`config.mk`:
```
export PLATFORM = sky130hd
export DESIGN_NAME = ibw_sequencer
export DESIGN_NICKNAME = d
export VERILOG_FILES = /design/src/common/ibw_pkg.sv /design/src/design/ibw_sequencer.sv /design/src/design/ibw_tick_gen.sv
export SDC_FILE = /design/constraint.sdc
export NUM_CORES = 1
export LEC_CHECK = 0
export BUFFER_PORTS_ARGS = -buffer_cell sky130_fd_sc_hd__buf_2
export CELL_PAD_IN_SITES_DETAIL_PLACEMENT = 0
export CELL_PAD_IN_SITES_GLOBAL_PLACEMENT = 1
export CORE_ASPECT_RATIO = 2
export CORE_MARGIN = 5
export CORE_UTILIZATION = 54
export CTS_BUF_LIST = sky130_fd_sc_hd__clkbuf_4 sky130_fd_sc_hd__clkbuf_8
export DETAILED_ROUTE_END_ITERATION = 10
export HOLD_SLACK_MARGIN = 0.08
export PLACE_DENSITY = 0.95
export SYNTH_ARGS = -nofsm -noshare
export SYNTH_HDL_FRONTEND = slang
export SYNTH_HIERARCHICAL = 1
export SYNTH_SLANG_ARGS = --single-unit
export TNS_END_PERCENT = 10
```
`constraint.sdc`:
```
create_clock -name clk_sys -period 4.35 [get_ports clk_sys]
set_input_delay 0.6525 -clock clk_sys [delete_from_list [all_inputs] [get_ports clk_sys]]
set_output_delay 0.6525 -clock clk_sys [all_outputs]
set_load 0.05 [all_outputs]
```
`src/common/ibw_pkg.sv`:
```
// Shared constants, port carrier type and sequencer states for the I2C byte write block
// Operation
// - Opcode 0x11 shifts bytes out MSB first, data changing on falling clock.
// - Two length bytes after 0x11 hold byte count minus one.
// - Opcode 0x80 takes value then direction; 0xFE/0xFB parks clock low, data released.
// - Port bit 0 is clock, bit 1 open-drain data out, bit 2 data in.
// - Opcode 0x22 samples data in on rising clock; length byte is bits minus one.
// - A short bit read returns a whole byte, last sampled bit in the LSB.
// - Opcode 0x87 forwards gathered result bytes to host at once.
// - Opcodes execute strictly in arrival order, each finished before the next.
// - Without 0x87, results wait for the latency timer, by default 16 ms.
package ibw_pkg;

  // Opcodes
  localparam logic [7:0] OP_BYTE_OUT  = 8'h11;
  localparam logic [7:0] OP_BIT_IN    = 8'h22;
  localparam logic [7:0] OP_PIN_WRITE = 8'h80;
  localparam logic [7:0] OP_SEND_NOW  = 8'h87;

  // Low port bit positions
  localparam int SCL_BIT     = 0;
  localparam int SDA_OUT_BIT = 1;
  localparam int SDA_IN_BIT  = 2;

  // Port state after reset: every pin an input, values high
  localparam logic [7:0] PORT_VALUE_RST = 8'hFF;
  localparam logic [7:0] PORT_DIR_RST   = 8'h00;

  // Timing
  localparam int CLK_PERIOD_NS  = 100;
  localparam int LINK_HALF_NS   = 400;
  localparam int HALF_CYC       = (LINK_HALF_NS + CLK_PERIOD_NS - 1) / CLK_PERIOD_NS;
  localparam int LATENCY_MS     = 16;
  localparam int LATENCY_CYC    = (LATENCY_MS * 1000000) / CLK_PERIOD_NS;

  // Value and direction of the low port travel together
  typedef struct packed {
    logic [7:0] value;
    logic [7:0] dir;
  } ibw_port_t;

  // Clock phase inside one serial bit
  typedef enum logic [2:0] {
    PH_FALL = 3'b001,
    PH_RISE = 3'b010,
    PH_TAIL = 3'b100
  } ibw_phase_t;

  typedef enum logic [9:0] {
    ST_IDLE    = 10'b0000000001,
    ST_LEN_LO  = 10'b0000000010,
    ST_LEN_HI  = 10'b0000000100,
    ST_PAYLOAD = 10'b0000001000,
    ST_SHOUT   = 10'b0000010000,
    ST_PIN_VAL = 10'b0000100000,
    ST_PIN_DIR = 10'b0001000000,
    ST_BIT_LEN = 10'b0010000000,
    ST_SHIN    = 10'b0100000000,
    ST_PUSH    = 10'b1000000000
  } ibw_state_t;

endpackage : ibw_pkg

```
`src/design/ibw_sequencer.sv`:
```
// Command sequencer: opcode bytes in, serial clock/data on the low port, result bytes out
`timescale 1ns/100ps
`default_nettype none
module ibw_sequencer #(
  parameter int LATENCY_CYCLES = ibw_pkg::LATENCY_CYC
) (
  input  wire logic       clk_sys,  // System clock, 10 MHz
  input  wire logic       resetn,   // Async reset, active low
  input  wire logic [7:0] rxData,   // Command byte from receive FIFO
  input  wire logic       rxValid,  // Receive FIFO holds a byte
  output var  logic       rxReady,  // Byte taken when high with rxValid
  output var  logic [7:0] txData,   // Result byte toward host
  output var  logic       txValid,  // Result byte offered
  input  wire logic       txReady,  // Transmit FIFO accepts
  output var  logic       txFlush,  // Pulse: send gathered results now
  input  wire logic [7:0] pinIn,    // Low port pin levels (async)
  output var  logic [7:0] pinOut,   // Low port output values
  output var  logic [7:0] pinOe     // Low port output enables, high drives
);

  ibw_pkg::ibw_state_t state;
  ibw_pkg::ibw_phase_t phase;
  ibw_pkg::ibw_port_t  lowPort;
  logic [15:0]         byteCnt;
  logic [2:0]          bitCnt;
  logic [7:0]          outShift;
  logic [7:0]          inShift;
  logic [7:0]          pinMeta;
  logic [7:0]          pinSync;
  logic                tick;
  logic                take;
  logic                shifting;
  logic                sendNow;
  logic                pending;
  logic [31:0]         latCount;
  logic                latExpire;

  assign take     = rxValid && rxReady;
  assign shifting = (state == ibw_pkg::ST_SHOUT) || (state == ibw_pkg::ST_SHIN);
  assign sendNow  = take && (state == ibw_pkg::ST_IDLE) && (rxData == ibw_pkg::OP_SEND_NOW);

  ibw_tick_gen #(
    .HALF (ibw_pkg::HALF_CYC)
  ) u_tick (
    .clk_sys (clk_sys),
    .resetn  (resetn),
    .run     (shifting),
    .tick    (tick)
  );

  // Two-flop synchroniser on the pins; only the second stage is read
  always_ff @(posedge clk_sys or negedge resetn) begin
    if (!resetn) begin
      pinMeta <= 8'hFF;
      pinSync <= 8'hFF;
    end else begin
      pinMeta <= pinIn;
      pinSync <= pinMeta;
    end
  end

  // One byte at a time; ready drops for a cycle after each take
  always_ff @(posedge clk_sys or negedge resetn) begin
    if (!resetn) begin
      rxReady <= 1'b0;
    end else begin
      rxReady <= !take && !shifting && (state != ibw_pkg::ST_PUSH);
    end
  end

  // Main sequencer and port state
  always_ff @(posedge clk_sys or negedge resetn) begin
    if (!resetn) begin
      state         <= ibw_pkg::ST_IDLE;
      phase         <= ibw_pkg::PH_FALL;
      lowPort.value <= ibw_pkg::PORT_VALUE_RST;
      lowPort.dir   <= ibw_pkg::PORT_DIR_RST;
      byteCnt       <= 16'h0000;
      bitCnt        <= 3'h0;
      outShift      <= 8'h00;
      inShift       <= 8'h00;
    end else begin
      unique case (state)
        ibw_pkg::ST_IDLE: begin
          // Each opcode runs to completion before the next is looked at
          if (take) begin
            if (rxData == ibw_pkg::OP_BYTE_OUT) begin
              state <= ibw_pkg::ST_LEN_LO;
            end else if (rxData == ibw_pkg::OP_PIN_WRITE) begin
              state <= ibw_pkg::ST_PIN_VAL;
            end else if (rxData == ibw_pkg::OP_BIT_IN) begin
              state <= ibw_pkg::ST_BIT_LEN;
            end
            // Send-now and unknown opcodes finish in this one byte
          end
        end
        ibw_pkg::ST_LEN_LO: begin
          if (take) begin
            byteCnt[7:0] <= rxData;
            state        <= ibw_pkg::ST_LEN_HI;
          end
        end
        ibw_pkg::ST_LEN_HI: begin
          if (take) begin
            byteCnt[15:8] <= rxData;
            state         <= ibw_pkg::ST_PAYLOAD;
          end
        end
        ibw_pkg::ST_PAYLOAD: begin
          // Empty FIFO here just waits; clock stays low, data as last shifted
          if (take) begin
            outShift <= rxData;
            bitCnt   <= 3'h7;
            phase    <= ibw_pkg::PH_FALL;
            state    <= ibw_pkg::ST_SHOUT;
          end
        end
        ibw_pkg::ST_SHOUT: begin
          if (tick) begin
            unique case (phase)
              ibw_pkg::PH_FALL: begin
                lowPort.value[ibw_pkg::SCL_BIT]     <= 1'b0;
                lowPort.value[ibw_pkg::SDA_OUT_BIT] <= outShift[7];
                phase                               <= ibw_pkg::PH_RISE;
              end
              ibw_pkg::PH_RISE: begin
                lowPort.value[ibw_pkg::SCL_BIT] <= 1'b1;
                if (bitCnt == 3'h0) begin
                  phase <= ibw_pkg::PH_TAIL;
                end else begin
                  outShift <= {outShift[6:0], 1'b0};
                  bitCnt   <= bitCnt - 3'h1;
                  phase    <= ibw_pkg::PH_FALL;
                end
              end
              ibw_pkg::PH_TAIL: begin
                // Leave the clock low so the host can release data for acknowledge
                lowPort.value[ibw_pkg::SCL_BIT] <= 1'b0;
                phase                           <= ibw_pkg::PH_FALL;
                if (byteCnt == 16'h0000) begin
                  state <= ibw_pkg::ST_IDLE;
                end else begin
                  byteCnt <= byteCnt - 16'h0001;
                  state   <= ibw_pkg::ST_PAYLOAD;
                end
              end
              default: phase <= ibw_pkg::PH_FALL;
            endcase
          end
        end
        ibw_pkg::ST_PIN_VAL: begin
          if (take) begin
            outShift <= rxData;  // Value held until direction arrives
            state    <= ibw_pkg::ST_PIN_DIR;
          end
        end
        ibw_pkg::ST_PIN_DIR: begin
          // Value and direction change together, never a half-written port
          if (take) begin
            lowPort.value <= outShift;
            lowPort.dir   <= rxData;
            state         <= ibw_pkg::ST_IDLE;
          end
        end
        ibw_pkg::ST_BIT_LEN: begin
          if (take) begin
            bitCnt  <= rxData[2:0];
            inShift <= 8'h00;
            phase   <= ibw_pkg::PH_FALL;
            state   <= ibw_pkg::ST_SHIN;
          end
        end
        ibw_pkg::ST_SHIN: begin
          if (tick) begin
            unique case (phase)
              ibw_pkg::PH_FALL: begin
                lowPort.value[ibw_pkg::SCL_BIT] <= 1'b0;
                phase                           <= ibw_pkg::PH_RISE;
              end
              ibw_pkg::PH_RISE: begin
                // Slave's level sampled on the rising edge, oldest bit moves up
                lowPort.value[ibw_pkg::SCL_BIT] <= 1'b1;
                inShift <= {inShift[6:0], pinSync[ibw_pkg::SDA_IN_BIT]};
                if (bitCnt == 3'h0) begin
                  phase <= ibw_pkg::PH_TAIL;
                end else begin
                  bitCnt <= bitCnt - 3'h1;
                  phase  <= ibw_pkg::PH_FALL;
                end
              end
              ibw_pkg::PH_TAIL: begin
                lowPort.value[ibw_pkg::SCL_BIT] <= 1'b0;
                phase                           <= ibw_pkg::PH_FALL;
                state                           <= ibw_pkg::ST_PUSH;
              end
              default: phase <= ibw_pkg::PH_FALL;
            endcase
          end
        end
        ibw_pkg::ST_PUSH: begin
          // Next opcode waits until the result is handed on
          if (txValid && txReady) begin
            state <= ibw_pkg::ST_IDLE;
          end
        end
      endcase
    end
  end

  // Result byte held until the transmit FIFO takes it
  always_ff @(posedge clk_sys or negedge resetn) begin
    if (!resetn) begin
      txValid <= 1'b0;
      txData  <= 8'h00;
    end else if (txValid) begin
      if (txReady) begin
        txValid <= 1'b0;
      end
    end else if (state == ibw_pkg::ST_SHIN && tick && phase == ibw_pkg::PH_TAIL) begin
      txValid <= 1'b1;
      txData  <= inShift;
    end
  end

  // Latency timer: runs while results sit unflushed
  assign latExpire = pending && (latCount >= 32'(LATENCY_CYCLES - 1));

  always_ff @(posedge clk_sys or negedge resetn) begin
    if (!resetn) begin
      pending  <= 1'b0;
      latCount <= 32'h00000000;
      txFlush  <= 1'b0;
    end else begin
      txFlush <= sendNow || latExpire;
      // A byte handed over in the flush cycle keeps the timer armed
      if (txValid && txReady) begin
        pending  <= 1'b1;
        latCount <= 32'h00000000;
      end else if (sendNow || latExpire) begin
        pending  <= 1'b0;
        latCount <= 32'h00000000;
      end else if (pending) begin
        latCount <= latCount + 32'h00000001;
      end
    end
  end

  // Pin drive: clock push-pull, data out open-drain, data in never driven
  always_ff @(posedge clk_sys or negedge resetn) begin
    if (!resetn) begin
      pinOut <= 8'h00;
      pinOe  <= 8'h00;
    end else begin
      pinOut                      <= lowPort.value;
      pinOut[ibw_pkg::SDA_OUT_BIT] <= 1'b0;
      pinOut[ibw_pkg::SDA_IN_BIT]  <= 1'b0;
      pinOe                       <= lowPort.dir;
      pinOe[ibw_pkg::SDA_OUT_BIT]  <= lowPort.dir[ibw_pkg::SDA_OUT_BIT] &&
                                      !lowPort.value[ibw_pkg::SDA_OUT_BIT];
      pinOe[ibw_pkg::SDA_IN_BIT]   <= 1'b0;
    end
  end

endmodule : ibw_sequencer
`default_nettype wire

```
`src/design/ibw_tick_gen.sv`:
```
// Half-bit enable pulse generator for the serial clock
`timescale 1ns/100ps
`default_nettype none
module ibw_tick_gen #(
  parameter int HALF = 4
) (
  input  wire logic clk_sys,  // System clock
  input  wire logic resetn,   // Async reset, active low
  input  wire logic run,      // Count while high, restart when low
  output var  logic tick      // One-cycle pulse every HALF cycles
);

  logic [15:0] count;

  // Restarting on idle keeps the first half bit full length
  always_ff @(posedge clk_sys or negedge resetn) begin
    if (!resetn) begin
      count <= 16'h0000;
      tick  <= 1'b0;
    end else if (!run) begin
      count <= 16'h0000;
      tick  <= 1'b0;
    end else if (count == 16'(HALF - 1)) begin
      count <= 16'h0000;
      tick  <= 1'b1;
    end else begin
      count <= count + 16'h0001;
      tick  <= 1'b0;
    end
  end

endmodule : ibw_tick_gen
`default_nettype wire

```
==> reports/qor.yml, run 1 <==
floorplanning:
  core_area_um2: 12600
  die_width_um: 89.8
  start_util_pct: 54.8
  die_y_um: 170
  row_count: 58
  ios: 47
  die-area_um2: 15200
critical_path:
  max_stage_delay_ns: 1.01
  criticalPathCategory: "register to register"
  regToRegSetupSlack_ns: 1.27
  arrival_ns: 3.46
  crit_buf_inv: 0
  worstSetupStartpointType: "register"
  crit_fanout: 16
  rr_endpoint: "outShift[6]"
  reg2regPathDepth: 5
  cp-end-kind: "register"
  worstPathCellList: "nor4_2, nand4b_1, a311oi_2, nor2_1, a21oi_1"
  timing.rr.start: "state[7]"
  slowest_stage: "a311oi_2"
  crit_family: "simple AND/OR/NAND/NOR gates"
  required_ns: 4.73
placement:
  place_ws_ns: 1.29
  port_buffers: 36
  gp_congestion: 0.941
  placed_area_um2: 7090
  dp_hpwl_um: 11300
clock_tree:
  cts_hold_buf: 0
  cts_sinks: 138
  cts_tree: "built"
  htreeDepth: 4
  cts_root_buffer: "clkbuf_8"
  cts_max_path_buffers: 2
  cts_resized: 0
  cts_made_buffers: 17
  cts_setup_buffers: 0
  cts.clk_slew.worst_paths_ns: 0.10
  clock_latency_ns: 0.46
route:
  wl_per_cell_um: 18.4
  ant_nets: 0
  drt-initial-drc-count: 315
  num_vias: 5249
  viasPerCell: 6.12
  drc: 0
  wl_um: 15800
  first_pass_iters: 4
timing:
  finClkSkew_ns: 0.0136
  finalSetupViolCount: 0
  fin_crit_sh_pct: 70.9
  worst_slew_pin_slew_ns: 1.04
  rsz0062_at_grt: "no"
  setup_tns_ns: 0
  final_max_slew_viol_count: 0
  finalWorstSetupSlack_ns: 1.27
  max_freq_ghz: 0.324
  min_period_ns: 3.08
  hold_violations: 0
  max-slew-margin-rel_pct: 30.8
yosys:
  synth_top_cell_area_share_pct: 46.2
  yosysWarnings: 6
  synth_area_leaders: "dfrtp_1 46%, nor2_1 5.0%, dfstp_2 4.2%"
  yosysMostFrequentCell: "dfrtp_1"
  synth-main-ff-cell: "dfrtp_1"
  syn_inst: 668
  syn_area_per_cell_um2: 10.3
  ys_async_sr_fraction_pct: 100
  synthTopCellsByCount: "127 x dfrtp_1, 91 x nor2_1, 43 x nand2_1, 37 x a21oi_1, 22 x nand3_1"
  ys_seq_area_share_pct: 50.4
  synth-seq-cells: 138
  syn-cell-area_um2: 6870
  synth-edff-count: 0
  synth_top_cell_by_area: "dfrtp_1"
  synth_cell_types: 85
grt:
  grt_max_degree: 112
  gr-usage-all-layers_pct: 21.3
  grt_pass1_vias: 5598
  grt_pass1_wl_um: 26500
  grt_overflow_total: 0
  antenna_found_initial: 0
pwr:
  p_leak_nw: 3.36
  ir_drop_mv: 0.286
  powerDensity_nw_per_um2: 475
final_layout:
  fin_nets: 719
  design_area_um2: 7470
  drive_above_1_share_pct: 18.8
  syn2layout_area_growth_pct: 8.61
  diodes: 0
flow_run:
  maxCapViolCount: 0
min_path:
  min_path_type: "input pin to async pin"
run_status:
  status: "finished clean"
worst reg2reg max path, delay by kind of cell (launching register included):
family,cells,cell delay (ns)
AND/OR/NAND/NOR,3,1.28
AO/OA/AOI/OAI,2,1.21
flip-flops,1,0.53
registers in the layout (all words and copies together), names as in the netlist, 3 cells and up:
name and flops:
bitCnt 3, byteCnt 16, pinOut 6, state 10, outShift 8, txData 8, pinOe 7, phase 3
u_tick/count 16, latCount 32, inShift 8, lowPort 14
worst max path at each step:
| stage | start | to | slack, ns | depth (start not counted) |
|---|---|---|---|---|
| after global placement | state[7] | outShift[0] | 1.45 | 5 |
| after floorplan | rxData[0] | state[1] | 1.91 | 7 |
| after CTS | state[7] | outShift[6] | 1.24 | 5 |
| final | state[7] | outShift[6] | 1.27 | 5 |
| after detailed placement | state[7] | outShift[0] | 1.29 | 5 |
| after global routing | state[7] | outShift[0] | 0.99 | 5 |
final cells by class:
cell class / count / area (µm²)
clock inverters: 15 / 144
well taps: 150 / 188
multi-input cells: 481 / 3160
flip-flops and latches: 138 / 3470
repair buffers: 40 / 216
clock buffers: 17 / 234
fillers: 1068 / 5090
inverters: 16 / 61.3
placed cells by master (no fill, tap or decap), types with 4 or more instances in the layout:
cell      netlist  routed
inv_6           0       7
o21ai_1        10      10
o32ai_1         4       4
xor2_1         16      16
and3_1          7       7
or4_1           8       8
buf_4           6       4
clkbuf_8        0      17
mux2_2         19      19
mux2i_1         8       8
a22o_1          8       8
nand2_1        43      43
dfrtp_1       127     127
ha_1            5       5
inv_1          15      15
nor3b_1         4       4
dfstp_2        11      11
a31oi_1         9       9
or3_1           6       6
nor4_1         12      12
nor3_1         19      19
o21ai_0        18      18
nor2_1         91      91
xnor2_1        18      18
nand4_1         7       7
nand3_1        22      22
o211ai_1        4       4
a22oi_1         4       4
o22a_1          6       6
buf_2          11      35
o21ba_1         5       5
nand4b_1        7       7
a21oi_1        37      37
power by group:
group	internal, mW	leakage (nW)	total (mW)	switching, mW
registers	1.45	1.80	1.63	0.177
clock network	0.423	0.188	1.00	0.582
logic	0.330	1.37	0.912	0.582
per-layer routing:
layer / track usage (%) / part of all wire (%)
met5: 0 / 0
met4: 10.7 / 3.5
met3: 4.53 / 3.3
met2: 40.1 / 56
met1: 21.7 / 37
through the flow:
stage | power, mW | hold slack (ns) | cells | utilization [%]
after floorplan | 2.31 | 0.345 | 670 | -
after global placement | 2.49 | 0.355 | 825 | 56.5
after detailed placement | 2.55 | 0.356 | 825 | 56.5
after CTS | 3.56 | 0.265 | 857 | 59.5
final | 3.55 | 0.287 | 857 | 59.5
after global routing | 3.73 | 0.261 | 857 | 59.5
cell families (layout without fill, tap and decap cells):
kind of cell | Yosys count | after routing | synth area share (%)
AOI/OAI and AO/OA | 141 | 141 | 14.5
muxes | 29 | 29 | 4.61
xor gates and xnor gates | 34 | 34 | 4.33
DFF | 138 | 138 | 50.4
buffers and inverters | 51 | 88 | 3.77
other | 1 | 3 | 0.0546
and+or+nand+nor | 269 | 269 | 21.4
adders and majority gates | 5 | 5 | 0.910
Power figures use the tool's default switching activity.
==> run 2, diff against run 1 <==
--- a/config.mk
+++ b/config.mk
@@ -10,11 +10,11 @@
 export CELL_PAD_IN_SITES_GLOBAL_PLACEMENT = 1
 export CORE_ASPECT_RATIO = 2
 export CORE_MARGIN = 5
-export CORE_UTILIZATION = 54
+export CORE_UTILIZATION = 50
 export CTS_BUF_LIST = sky130_fd_sc_hd__clkbuf_4 sky130_fd_sc_hd__clkbuf_8
 export DETAILED_ROUTE_END_ITERATION = 10
 export HOLD_SLACK_MARGIN = 0.08
-export PLACE_DENSITY = 0.95
+export PLACE_DENSITY = 0.94
 export SYNTH_ARGS = -nofsm -noshare
 export SYNTH_HDL_FRONTEND = slang
 export SYNTH_HIERARCHICAL = 1
==> constraint.sdc (replaced) <==
create_clock -name clk_sys -period 3.01 [get_ports clk_sys]
set_input_delay 0.4515 -clock clk_sys [delete_from_list [all_inputs] [get_ports clk_sys]]
set_output_delay 0.4515 -clock clk_sys [all_outputs]
set_load 0.05 [all_outputs]
==> run 2 against run 1 <==
  * Die area rose by 7.3%
  * Hold slack worse by 0.17 ns
  * Wire length increased by 0.14%
  * Cell count up 2.1%
  * Cell area increased by 2.3%
  * Sequential share of layout area shrank 1.0 points
  * Non-clock buffer count is 13 higher
  * First-iteration DRC count down 22%
  * Total power grew 50%
  * Clock power up 63%
  * Register-to-register slack got worse by 0.94 ns
  * Sequential power increased by 45%
==> reports/qor.yml, run 2 (same netlist as run 1, synthesis figures left out) <==
timing:
  finalSetupViolCount: 0
  fin_crit_sh_pct: 89.1
  min_period_ns: 2.68
  final_max_slew_viol_count: 0
  max-slew-margin-rel_pct: 38.9
  rsz0062_at_grt: "no"
  setup_tns_ns: 0
  finalWorstSetupSlack_ns: 0.329
  max_freq_ghz: 0.373
  hold_violations: 0
  finClkSkew_ns: 0.0162
  worst_slew_pin_slew_ns: 0.914
final_layout:
  nFillCells: 1138
  fin_nets: 732
  multi_input_area_um2: 3160
  syn2layout_area_growth_pct: 11.1
  largest_reg_flops: 32
  drive_above_1_share_pct: 20.1
  reg_top3: "latCount (32), byteCnt (16), u_tick/count (16)"
  largest_register: "latCount"
  diodes: 0
  layout_commonest_cell: "dfrtp_1"
  layout_common_cells: "127 x dfrtp_1, 91 x nor2_1, 43 x nand2_1"
  seqCellArea_um2: 3470
min_path:
  hold_start: "pinIn[2]"
  hold_end: "pinMeta[2]"
  min_path_type: "input pin to register"
  whs_path_depth: 1
route:
  wl_per_cell_um: 18.0
  drt-initial-drc-count: 247
  num_vias: 5289
  drc: 0
  wl_um: 15800
  viasPerCell: 6.04
  ant_nets: 0
  first_pass_iters: 5
clock_tree:
  clock_latency_ns: 0.45
  cts_root_buffer: "clkbuf_8"
  cts_max_path_buffers: 2
  cts_sinks: 138
  cts_resized: 0
  htreeDepth: 4
  cts_tree: "built"
  cts.clk_slew.worst_paths_ns: 0.09
  cts_setup_buffers: 0
  cts_hold_buf: 1
  cts_made_buffers: 17
grt:
  gr-usage-all-layers_pct: 20.3
  grt_max_degree: 67
  grt_pass1_wl_um: 26700
  grt_overflow_total: 0
  antenna_found_initial: 0
  grt_pass1_vias: 5566
critical_path:
  worstSetupStartpointType: "register"
  criticalPathCategory: "register to register"
  arrival_ns: 3.02
  timing.rr.start: "byteCnt[0]"
  regToRegSetupSlack_ns: 0.33
  reg2regPathDepth: 8
  required_ns: 3.34
  rr_endpoint: "byteCnt[3]"
  cp-end-kind: "register"
  crit_fanout: 11
floorplanning:
  core_area_um2: 13500
  die_width_um: 92.9
  row_count: 60
  ios: 47
  start_util_pct: 50.9
  die_y_um: 176
  die-area_um2: 16300
pwr:
  p_leak_nw: 3.45
  switching_power_mw: 1.94
  power_frac_comb_pct: 25.3
  p_sw_share_pct: 36.5
  ir_drop_mv: 0.325
  p_int_mw: 3.39
  powerDensity_nw_per_um2: 698
  clkPwrFrac_pct: 30.5
  pwr-share-seq_pct: 44.2
placement:
  place_ws_ns: 0.355
  gp_congestion: 0.934
  dp_hpwl_um: 11500
  port_buffers: 36
flow_run:
  maxCapViolCount: 0
run_status:
  status: "finished clean"
## run 2: power by group through the flow
stage	Sequential [mW]	Combinational (mW)	Clock, mW
6_report	2.36	1.35	1.63
3_5_place_dp	2.39	1.34	0
5_1_grt	2.39	1.50	1.74
4_1_cts	2.35	1.35	1.66
3_3_place_gp	2.37	1.28	0
2_1_floorplan	2.30	1.04	0
## run 2: stage by stage
step	util, %	hold WS [ns]	cells	area, µm²	power (mW)
finish	56.5	0.118	875	7640	5.33
CTS	56.5	0.0949	875	7640	5.36
global placement	53.3	0.347	842	7200	3.64
floorplan	-	0.156	670	6880	3.34
detailed placement	53.3	0.347	842	7200	3.73
global route	56.5	0.0990	875	7640	5.64
## run 2: layout make-up
| class | count | share of cell area [%] |
|---|---|---|
| well taps | 155 | 2.54 |
| clock buffers | 17 | 3.06 |
| flip-flops and latches | 138 | 45.4 |
| inverters | 16 | 0.803 |
| repair buffers | 53 | 4.31 |
| clock inverters | 15 | 2.59 |
| multi-input cells | 481 | 41.3 |
## run 2: worst max path at each step
stage,from,slack [ns],to
2_1_floorplan,byteCnt[0],0.60,byteCnt[11]
3_3_place_gp,rxData[2],0.40,state[1]
3_5_place_dp,byteCnt[0],0.36,byteCnt[3]
4_1_cts,byteCnt[0],0.34,byteCnt[3]
5_1_grt,byteCnt[0],0.24,byteCnt[3]
6_report,byteCnt[0],0.33,byteCnt[3]
## run 2: layer usage
metal  vias to the layer above  routed length [µm]  part of all wire (%)  track usage [%]
met5                         -                   0                     0                0
met4                         0                 475                   3.0             9.85
met3                        47                 501                   3.2             3.64
met2                       118                8900                    56             37.7
met1                      2629                5890                    37             21.5
li1                       2495                   -                     -                -
## run 2: critical path, cell delays in order, from the launching register on
cell      delay (ns)
dfrtp_1         0.39
inv_1           0.08
ha_1            0.18
or3b_4          0.42
or4_4           0.47
o31a_4          0.33
a21boi_4        0.32
o21ba_1         0.20
o22a_1          0.17
